File: config.mk
export PLATFORM = sky130hd
export DESIGN_NAME = xdo_datapath
export DESIGN_NICKNAME = d
export VERILOG_FILES = /design/src/logic/xdo_pkg.sv /design/src/logic/xdo_datapath.sv
export VERILOG_INCLUDE_DIRS = /design/src /design/src/logic
export SDC_FILE = /design/constraint.sdc
export NUM_CORES = 1
export LEC_CHECK = 0
export ABC_AREA = 1
export BUFFER_PORTS_ARGS = -buffer_cell sky130_fd_sc_hd__buf_2
export CORE_MARGIN = 2
export CORE_UTILIZATION = 40
export CTS_CLUSTER_DIAMETER = 30
export DETAILED_ROUTE_END_ITERATION = 16
export PLACE_DENSITY_LB_ADDON = 0.3
export SYNTH_ARGS = -nofsm -noshare
export SYNTH_HDL_FRONTEND = slang
export SYNTH_SLANG_ARGS = --single-unit
export TNS_END_PERCENT = 100
File: constraint.sdc
create_clock -name clk -period 1.2 [get_ports clk]
set_input_delay 0.06 -clock clk [delete_from_list [all_inputs] [get_ports clk]]
set_output_delay 0.06 -clock clk [all_outputs]
set_load 0.01 [all_outputs]
File: src/logic/xdo_consts.svh
/*
  constants for the xor and port direction datapath.
  assumes it is included by bare name from the package and design module.
*/
// Overview of operation
// - literal xor: accumulator xor 8-bit immediate, into accumulator
// - file xor: accumulator xor file register; dest 0 to accumulator
// - file xor with dest 1 writes file register, accumulator unchanged
// - direction load: operand 5, 6, 7 select first, second, third port
// - direction load copies accumulator only and changes no status flag
`ifndef XDO_CONSTS_SVH
`define XDO_CONSTS_SVH

`define XDO_DATA_W 8
`define XDO_ADDR_W 7
`define XDO_OPER_W 3
`define XDO_SEL_FIRST 3'h5
`define XDO_SEL_SECOND 3'h6
`define XDO_SEL_THIRD 3'h7
`define XDO_ACC_RESET 8'h00
`define XDO_DIR_RESET 8'hFF

`endif

File: src/logic/xdo_pkg.sv
/*
  types for the xor and port direction datapath.
  assumes the constants header is on the include path.
*/
`include "xdo_consts.svh"

package xdo_pkg;

  // ----------------------------------------
  // operation codes
  // ----------------------------------------
  typedef enum logic [1:0]
  {
    XDO_OP_NONE,
    XDO_OP_XOR_IMMEDIATE,
    XDO_OP_XOR_FILE,
    XDO_OP_LOAD_DIRECTION
  } xdo_op_t;

endpackage : xdo_pkg

File: src/logic/xdo_datapath.sv
/*
  execution datapath for literal xor, file xor and direction load.
  assumes the core presents one operation per valid cycle and supplies
  the addressed file register value combinationally on file_rdata.
*/
`timescale 1ns/1ps
`include "xdo_consts.svh"

module xdo_datapath
  import xdo_pkg::*;
(
  input wire logic clk,
  input wire logic rst,
  input wire logic op_valid,
  input wire xdo_op_t op_code,
  input wire logic [`XDO_DATA_W-1:0] literal,
  input wire logic [`XDO_ADDR_W-1:0] file_addr,
  input wire logic dest_file,
  input wire logic [`XDO_OPER_W-1:0] dir_sel,
  input wire logic [`XDO_DATA_W-1:0] file_rdata,
  input wire logic carry_in,
  input wire logic digit_carry_in,
  output logic [`XDO_DATA_W-1:0] accumulator,
  output logic zero_flag,
  output logic carry_flag,
  output logic digit_carry_flag,
  output logic file_we,
  output logic [`XDO_ADDR_W-1:0] file_waddr,
  output logic [`XDO_DATA_W-1:0] file_wdata,
  output logic [`XDO_DATA_W-1:0] first_port_direction,
  output logic [`XDO_DATA_W-1:0] second_port_direction,
  output logic [`XDO_DATA_W-1:0] third_port_direction,
  output logic bad_operand
);

  // ----------------------------------------
  // state
  // ----------------------------------------
  logic [`XDO_DATA_W-1:0] next_accumulator;
  logic next_zero_flag;
  logic next_carry_flag;
  logic next_digit_carry_flag;
  logic next_file_we;
  logic [`XDO_ADDR_W-1:0] next_file_waddr;
  logic [`XDO_DATA_W-1:0] next_file_wdata;
  logic [`XDO_DATA_W-1:0] next_first_port_direction;
  logic [`XDO_DATA_W-1:0] next_second_port_direction;
  logic [`XDO_DATA_W-1:0] next_third_port_direction;
  logic next_bad_operand;
  logic do_xor_immediate;
  logic do_xor_file;
  logic do_load_direction;
  logic [`XDO_DATA_W-1:0] xor_value;

  // ----------------------------------------
  // helpers
  // ----------------------------------------
  // both xor paths share one byte-wide xor
  function automatic logic [`XDO_DATA_W-1:0] xor_bytes(
    input logic [`XDO_DATA_W-1:0] left,
    input logic [`XDO_DATA_W-1:0] right
  );
    return left ^ right;
  endfunction : xor_bytes

  // zero test shared by both xor paths
  function automatic logic is_zero(input logic [`XDO_DATA_W-1:0] value);
    return value == '0;
  endfunction : is_zero

  // only three operand codes name a direction register
  function automatic logic is_port_code(input logic [`XDO_OPER_W-1:0] code);
    return code == `XDO_SEL_FIRST || code == `XDO_SEL_SECOND ||
      code == `XDO_SEL_THIRD;
  endfunction : is_port_code

  // ----------------------------------------
  // operation decode
  // ----------------------------------------
  // an op is only acted on while op_valid is high
  always_comb
  begin
    do_xor_immediate = 1'h0;
    do_xor_file = 1'h0;
    do_load_direction = 1'h0;
    xor_value = accumulator;
    if (op_valid)
    begin
      unique case (op_code)
        XDO_OP_NONE:
        begin
          xor_value = accumulator;
        end
        XDO_OP_XOR_IMMEDIATE:
        begin
          do_xor_immediate = 1'h1;
          xor_value = xor_bytes(accumulator, literal);
        end
        XDO_OP_XOR_FILE:
        begin
          do_xor_file = 1'h1;
          xor_value = xor_bytes(accumulator, file_rdata);
        end
        XDO_OP_LOAD_DIRECTION:
        begin
          do_load_direction = 1'h1;
        end
      endcase
    end
  end

  // ----------------------------------------
  // accumulator and zero flag
  // ----------------------------------------
  always_comb
  begin
    next_accumulator = accumulator;
    next_zero_flag = zero_flag;
    if (do_xor_immediate)
    begin
      next_accumulator = xor_value;
    end
    if (do_xor_file && !dest_file)
    begin
      next_accumulator = xor_value;
    end
    if (do_xor_immediate || do_xor_file)
    begin
      next_zero_flag = is_zero(xor_value);
    end
  end

  always_ff @(posedge clk)
  begin
    if (rst)
    begin
      accumulator <= `XDO_ACC_RESET;
      zero_flag <= 1'h0;
    end
    else
    begin
      accumulator <= next_accumulator;
      zero_flag <= next_zero_flag;
    end
  end

  // ----------------------------------------
  // carry flags
  // ----------------------------------------
  // carries mirror the core one cycle late; no op here computes them
  always_comb
  begin
    next_carry_flag = carry_in;
    next_digit_carry_flag = digit_carry_in;
  end

  always_ff @(posedge clk)
  begin
    if (rst)
    begin
      carry_flag <= 1'h0;
      digit_carry_flag <= 1'h0;
    end
    else
    begin
      carry_flag <= next_carry_flag;
      digit_carry_flag <= next_digit_carry_flag;
    end
  end

  // ----------------------------------------
  // file register write port
  // ----------------------------------------
  // address and data hold after the pulse so the core may latch late
  always_comb
  begin
    next_file_we = 1'h0;
    next_file_waddr = file_waddr;
    next_file_wdata = file_wdata;
    if (do_xor_file && dest_file)
    begin
      next_file_we = 1'h1;
      next_file_waddr = file_addr;
      next_file_wdata = xor_value;
    end
  end

  always_ff @(posedge clk)
  begin
    if (rst)
    begin
      file_we <= 1'h0;
      file_waddr <= '0;
      file_wdata <= `XDO_ACC_RESET;
    end
    else
    begin
      file_we <= next_file_we;
      file_waddr <= next_file_waddr;
      file_wdata <= next_file_wdata;
    end
  end

  // ----------------------------------------
  // port direction registers
  // ----------------------------------------
  always_comb
  begin
    next_first_port_direction = first_port_direction;
    next_second_port_direction = second_port_direction;
    next_third_port_direction = third_port_direction;
    if (do_load_direction)
    begin
      unique case (dir_sel)
        `XDO_SEL_FIRST:
        begin
          next_first_port_direction = accumulator;
        end
        `XDO_SEL_SECOND:
        begin
          next_second_port_direction = accumulator;
        end
        `XDO_SEL_THIRD:
        begin
          next_third_port_direction = accumulator;
        end
        // an illegal operand loads nothing; bad_operand reports it
        default:
        begin
          next_first_port_direction = first_port_direction;
        end
      endcase
    end
  end

  always_ff @(posedge clk)
  begin
    if (rst)
    begin
      // ports come up as inputs until software loads a direction
      first_port_direction <= `XDO_DIR_RESET;
      second_port_direction <= `XDO_DIR_RESET;
      third_port_direction <= `XDO_DIR_RESET;
    end
    else
    begin
      first_port_direction <= next_first_port_direction;
      second_port_direction <= next_second_port_direction;
      third_port_direction <= next_third_port_direction;
    end
  end

  // ----------------------------------------
  // illegal operand report
  // ----------------------------------------
  always_comb
  begin
    next_bad_operand = do_load_direction && !is_port_code(dir_sel);
  end

  always_ff @(posedge clk)
  begin
    if (rst)
    begin
      bad_operand <= 1'h0;
    end
    else
    begin
      bad_operand <= next_bad_operand;
    end
  end

endmodule : xdo_datapath

==> Word level (Yosys, flattened, before mapping) <==
Index checks and enable logic that the tools add are counted.
{ "totals": {"reg_bits": 52, "ramBits": 0, "wordCells": 43, "latchBits": 0, "input_bits": 34, "romBits": 0, "out_inout_bits": 52, "n_memories": 0} }
{ "classes": {"add_sub_neg": 0, "multipliers": 0, "shift": 0, "n_eq_ne": 6, "order_cmp": 0, "muxes": 11, "n_reduce_logical": 13, "bitwise": 2, "n_div": 0} }
{ "ops": {"columns": ["operator", "n"], "rows": [
  ["8-bit 2-to-1 mux", 3],
  ["8-bit case mux with 2 select lines", 1],
  ["8-bit bitwise XOR", 2],
  ["3-bit == test (second input constant)", 3],
  ["8-bit zero test", 1],
  ["1-bit 2-to-1 mux", 7],
  ["2-bit AND reduction", 3],
  ["2-bit == test (second input constant)", 2],
  ["1-bit logical AND", 3],
  ["1-bit logical OR", 3],
  ["2-bit by 1-bit == test with 1-bit output (second input constant)", 1],
  ["1-bit zero test", 2],
  ["2-bit nonzero test", 1]
]} }

==> Longest topological paths before layout <==
{ "depth": {"word_depth": 5, "mapped_depth": 11, "mapped_depth_nobuf": 11} }

==> Worst setup path after synthesis <==
OpenSTA, ideal clock, no wires.
{ "synth_path": {"path_kind": "in2reg", "startpoint": "in op_code[0]", "endpoint": "reg zero_flag", "arrival_time_ns": 1.153, "setup_time_ns": 0.066, "cell_stages": 10, "setup_slack_ns": -0.019, "t_required_ns": 1.134, "path_buffers": 1, "path_cell_list": "inv_1 ha_1 nor2_4 buf_6 nand4_2 nand2_2 nand2_1 nor2_2 nand3_2 a21oi_2"} }
{ "synth_via": {"elab_chain_len": 4, "elab_cells_between_ends": 10, "classes_between": "eq/ne: 2; mux: 6; reduce/logical: 2"} }
{ "synth_lines": {"columns": ["element", "line", "rtl"], "rows": [
  ["start, declared", "xdo_datapath.sv:15", "input wire xdo_op_t op_code,"],
  ["2-bit == test / 2-bit by 1-bit == test with 1-bit output (equally long branches)", "xdo_datapath.sv:89", "unique case (op_code)"],
  ["8-bit case mux with 2 select lines / 1-bit 2-to-1 mux (equally long branches)", "xdo_datapath.sv:89", null],
  ["8-bit 2-to-1 mux / 1-bit 2-to-1 mux (equally long branches)", "xdo_datapath.sv:87", "if (op_valid)"],
  ["8-bit zero test / 1-bit logical OR (equally long branches)", "xdo_datapath.sv:68, xdo_datapath.sv:127", null],
  ["end signal, assigned", "xdo_datapath.sv:143", "zero_flag <= next_zero_flag;"],
  ["end, declared", "xdo_datapath.sv:24", "output logic zero_flag,"]
]} }
Parallel ways exist; a longest one is shown, timed or not.
A chain may end at the register's enable or synchronous reset.

==> Worst setup path in the final report <==
{ "layout_path": {"startpoint": "reg accumulator[1]", "endpoint": "reg zero_flag"} }
{ "layout_via": {"elab_chain_len": 4, "elab_cells_between_ends": 5, "classes_between": "mux: 2; bitwise: 2; reduce/logical: 1"} }
{ "layout_lines": {"columns": ["element", "line", "rtl"], "rows": [
  ["start, declared", "xdo_datapath.sv:23", "output logic [`XDO_DATA_W-1:0] accumulator,"],
  ["start signal, assigned", "xdo_datapath.sv:137", "accumulator <= `XDO_ACC_RESET;"],
  ["start signal, assigned", "xdo_datapath.sv:142", "accumulator <= next_accumulator;"],
  ["8-bit bitwise XOR", "xdo_datapath.sv:63", "return left ^ right;"],
  ["8-bit case mux with 2 select lines", "xdo_datapath.sv:89", null],
  ["8-bit 2-to-1 mux (*)", "xdo_datapath.sv:87", null],
  ["8-bit zero test (*)", "xdo_datapath.sv:68", "return value == '0;"]
]} }
Every way passes the cells marked *; elsewhere a longest branch is shown, timed or not.

==> impl_metrics.tcl <==
set metrics [dict create \
    io_pins 86 \
    cts_buf_count 5 \
    synth_fp_nets 324 \
    vdd.ir_drop.worst_v 0.000736 \
    outcome "finished with violations" \
    final_area_mm2 0.00315 \
    track_usage_pct 19.2 \
    synth-edff-count 0 \
    use_met1_pct 25.3 \
    maxSlewViolCount 0 \
    detailedPlacementHpwl_um 4280 \
    area.sequential_mm2 0.00104 \
    cp.required_ns 1.46 \
    slew_headroom_pct 77.5 \
    clk_latency_ns 0.31 \
    yosys.cell_types.count 29 \
    cp-start-kind "register" \
    cts.repair_timing.setup_buffer_count 0 \
    die_w_um 79.3 \
    cts_sinks 52 \
    first_global_vias 2033 \
    routed_wirelength_um 5820 \
    globalRoute.totalOverflow 0 \
    critPathMaxFanout 4 \
    met2_track_utilization_from_global_routing_pct 31.3 \
    period_minus_slack_ns 1.02 \
    maximum_operating_frequency_mhz 980 \
    gr-max-usage-layer "met2" \
    yosysSeqAreaShare_pct 45.8 \
    crit_type "register to register" \
    grt_setup_unrepaired "no" \
    start_util_pct 41.2 \
    syn_area_per_cell_um2 7.91 \
    power_density_mw_per_mm2 1070 \
    ys.warnings.count 0 \
    core-area_mm2 0.00551 \
    synth_top_cells_by_count "sky130_fd_sc_hd__nand2_1, sky130_fd_sc_hd__dfxtp_1, sky130_fd_sc_hd__inv_1" \
    cap_violations 0 \
    synthMostInstantiatedCell "sky130_fd_sc_hd__nand2_1" \
    post_detailed_placement_cell_area_mm2 0.00296 \
    yosysTopAreaCell "sky130_fd_sc_hd__dfxtp_1" \
    nFillCells 522 \
    post_synth_inst_count 287 \
    timing.final.hold_violations 1 \
    postRouteAntennaNets 0 \
    fp.dieH_um 79.3 \
    wl_per_cell_um 12.2 \
    floorplan.rows 27 \
    initialDrtViolationCount 123 \
    first_pass_iters 4 \
    grt_pass1_wl_um 9380 \
    arrival_time_at_the_worst_endpoint_ns 1.28 \
    synth_seq_cells 52 \
    yosys-top-cells-area "sky130_fd_sc_hd__dfxtp_1, sky130_fd_sc_hd__nand2_1, sky130_fd_sc_hd__inv_1" \
    synth-async-reset-ratio_pct 0 \
    setup.worst_path.end_class "register" \
    route.detailed.drc 0 \
    antenna_found_initial 0 \
    drt-vias-per-instance 4.74 \
    die_area_mm2 0.00630 \
    largest_net_degree_at_the_start_of_global_routing 33 \
    synth.cell_area_mm2 0.00227 \
    hold-worst-slack_ns -0.00520 \
    port_buffers 85 \
    worst_pin_slew_ns 0.337 \
    drive_above_1_share_pct 37.1 \
    clk_root_buffer_cell "sky130_fd_sc_hd__clkbuf_8" \
    fin_crit_sh_pct 85.0 \
    max-clock-path-buffers 2 \
    tritoncts "done" \
    hp-class "input port to register" \
    fin_skew_ns 0.00943 \
    final-setup-viol-count 0 \
    cts_htree_levels 2 \
    final_nets 440 \
    areaGrowthSynthToFinish_pct 38.8 \
    diodes 0 \
    yosys_most_used_dff "sky130_fd_sc_hd__dfxtp_1" \
    routabilityCongestion 0.847 \
    standby_leakage_power_nw 1.68 \
    postLayoutSetupSlackWorst_ns 0.179 \
    violations_in_the_final_reports "hold timing" \
    pre_cts_slack_ns -0.281 \
    multiInputGateArea_mm2 0.00101 \
    vias 2254 \
    grt_use_met3_pct 3.86 \
    clk_pin_slew_worst_paths_ns 0.10 \
    synth_top_area_share_pct 45.8 \
]
==> kinds of logic after synthesis <==
family	count (synthesis)	synth area share (%)
AOI/OAI and AO/OA	66	19.2
xor gates and xnor gates	1	0.386
adders and majority gates	3	1.65
buffers and inverters	55	10.2
DFF	52	45.8
and+or+nand+nor	110	22.7
==> worst max-delay path, stage by stage, from the launching register on <==
cell                      delay (ns)
sky130_fd_sc_hd__dfxtp_1        0.43
sky130_fd_sc_hd__nand4_2        0.13
sky130_fd_sc_hd__nand2_2        0.08
sky130_fd_sc_hd__nand2_1        0.06
sky130_fd_sc_hd__nor2_2         0.09
sky130_fd_sc_hd__nand3_2        0.08
sky130_fd_sc_hd__a21oi_2        0.11
==> cells in the final DEF, fill, tap and decap left out, types with 2 or more instances in the layout <==
cell type,count
sky130_fd_sc_hd__o211ai_2,8
sky130_fd_sc_hd__nor2_4,2
sky130_fd_sc_hd__nor2_1,22
sky130_fd_sc_hd__a21oi_1,15
sky130_fd_sc_hd__nand4_2,3
sky130_fd_sc_hd__nand4_1,2
sky130_fd_sc_hd__inv_2,2
sky130_fd_sc_hd__clkbuf_8,5
sky130_fd_sc_hd__o21ai_0,24
sky130_fd_sc_hd__dlygate4sd3_1,9
sky130_fd_sc_hd__buf_2,85
sky130_fd_sc_hd__buf_4,26
sky130_fd_sc_hd__inv_1,38
sky130_fd_sc_hd__nor2_2,2
sky130_fd_sc_hd__nand2_2,7
sky130_fd_sc_hd__buf_12,3
sky130_fd_sc_hd__nand3_1,10
sky130_fd_sc_hd__ha_1,2
sky130_fd_sc_hd__dfxtp_1,52
sky130_fd_sc_hd__o211ai_1,16
sky130_fd_sc_hd__nand2_1,56
sky130_fd_sc_hd__nor3_1,2
==> through the flow <==
stage / instances / util, % / TNS (ns) / hold slack (ns) / total power [mW]
floorplan: 287 / - / 0 / 0.122 / 2.12
global placement: 459 / 53.8 / -4.28 / 0.272 / 2.38
detailed placement: 459 / 53.8 / -5.59 / 0.271 / 2.39
CTS: 476 / 57.1 / 0 / 0.000751 / 3.42
global route: 476 / 57.2 / 0 / 0.00939 / 3.56
finish: 476 / 57.2 / 0 / -0.00520 / 3.39
==> layout make-up <==
type | count | area share (%)
Clock buffer | 5 | 2.18
Clock inverter | 3 | 0.675
Inverter | 41 | 4.88
Multi-Input combinational cell | 180 | 31.9
Sequential cell | 52 | 33.0
Tap cell | 72 | 2.86
Timing Repair Buffer | 123 | 24.5
==> sequential cells by signal, indices dropped and copies added (netlist names) <==
register,cells
file_we,1
accumulator,8
file_wdata,8
bad_operand,1
carry_flag,1
digit_carry_flag,1
file_waddr,7
third_port_direction,8
zero_flag,1
first_port_direction,8
second_port_direction,8
==> final timing paths <==
path | from | to | slack, ns | depth (start not counted)
hold / removal | rst | zero_flag | -0.005 | 2
setup reg to reg | accumulator[1] | zero_flag | 0.18 | 6
setup / recovery | accumulator[1] | zero_flag | 0.18 | 6
hold reg to reg | third_port_direction[4] | third_port_direction[4] | 0.47 | 2
==> where the power goes <==
part / internal, mW / leakage, nW / total, mW / switching (mW)
registers: 1.77 / 0.423 / 1.80 / 0.0299
logic: 0.261 / 1.21 / 0.570 / 0.309
clock network: 0.415 / 0.0445 / 1.01 / 0.598
total: 2.45 / 1.68 / 3.39 / 0.937
==> routing by layer <==
metal | wire (um) | part of all wire, %
met1 | 2780 | 48
met2 | 2660 | 46
met3 | 305 | 5.2
met4 | 72 | 1.2
met5 | 0 | 0
==> repair_timing <==
item	4_1_cts	5_1_grt
hold buffers	9	0
hold endpoints to repair	9	0
setup endpoints to repair	0	13
gates resized for setup	0	3
Power figures use the tool's default switching activity.
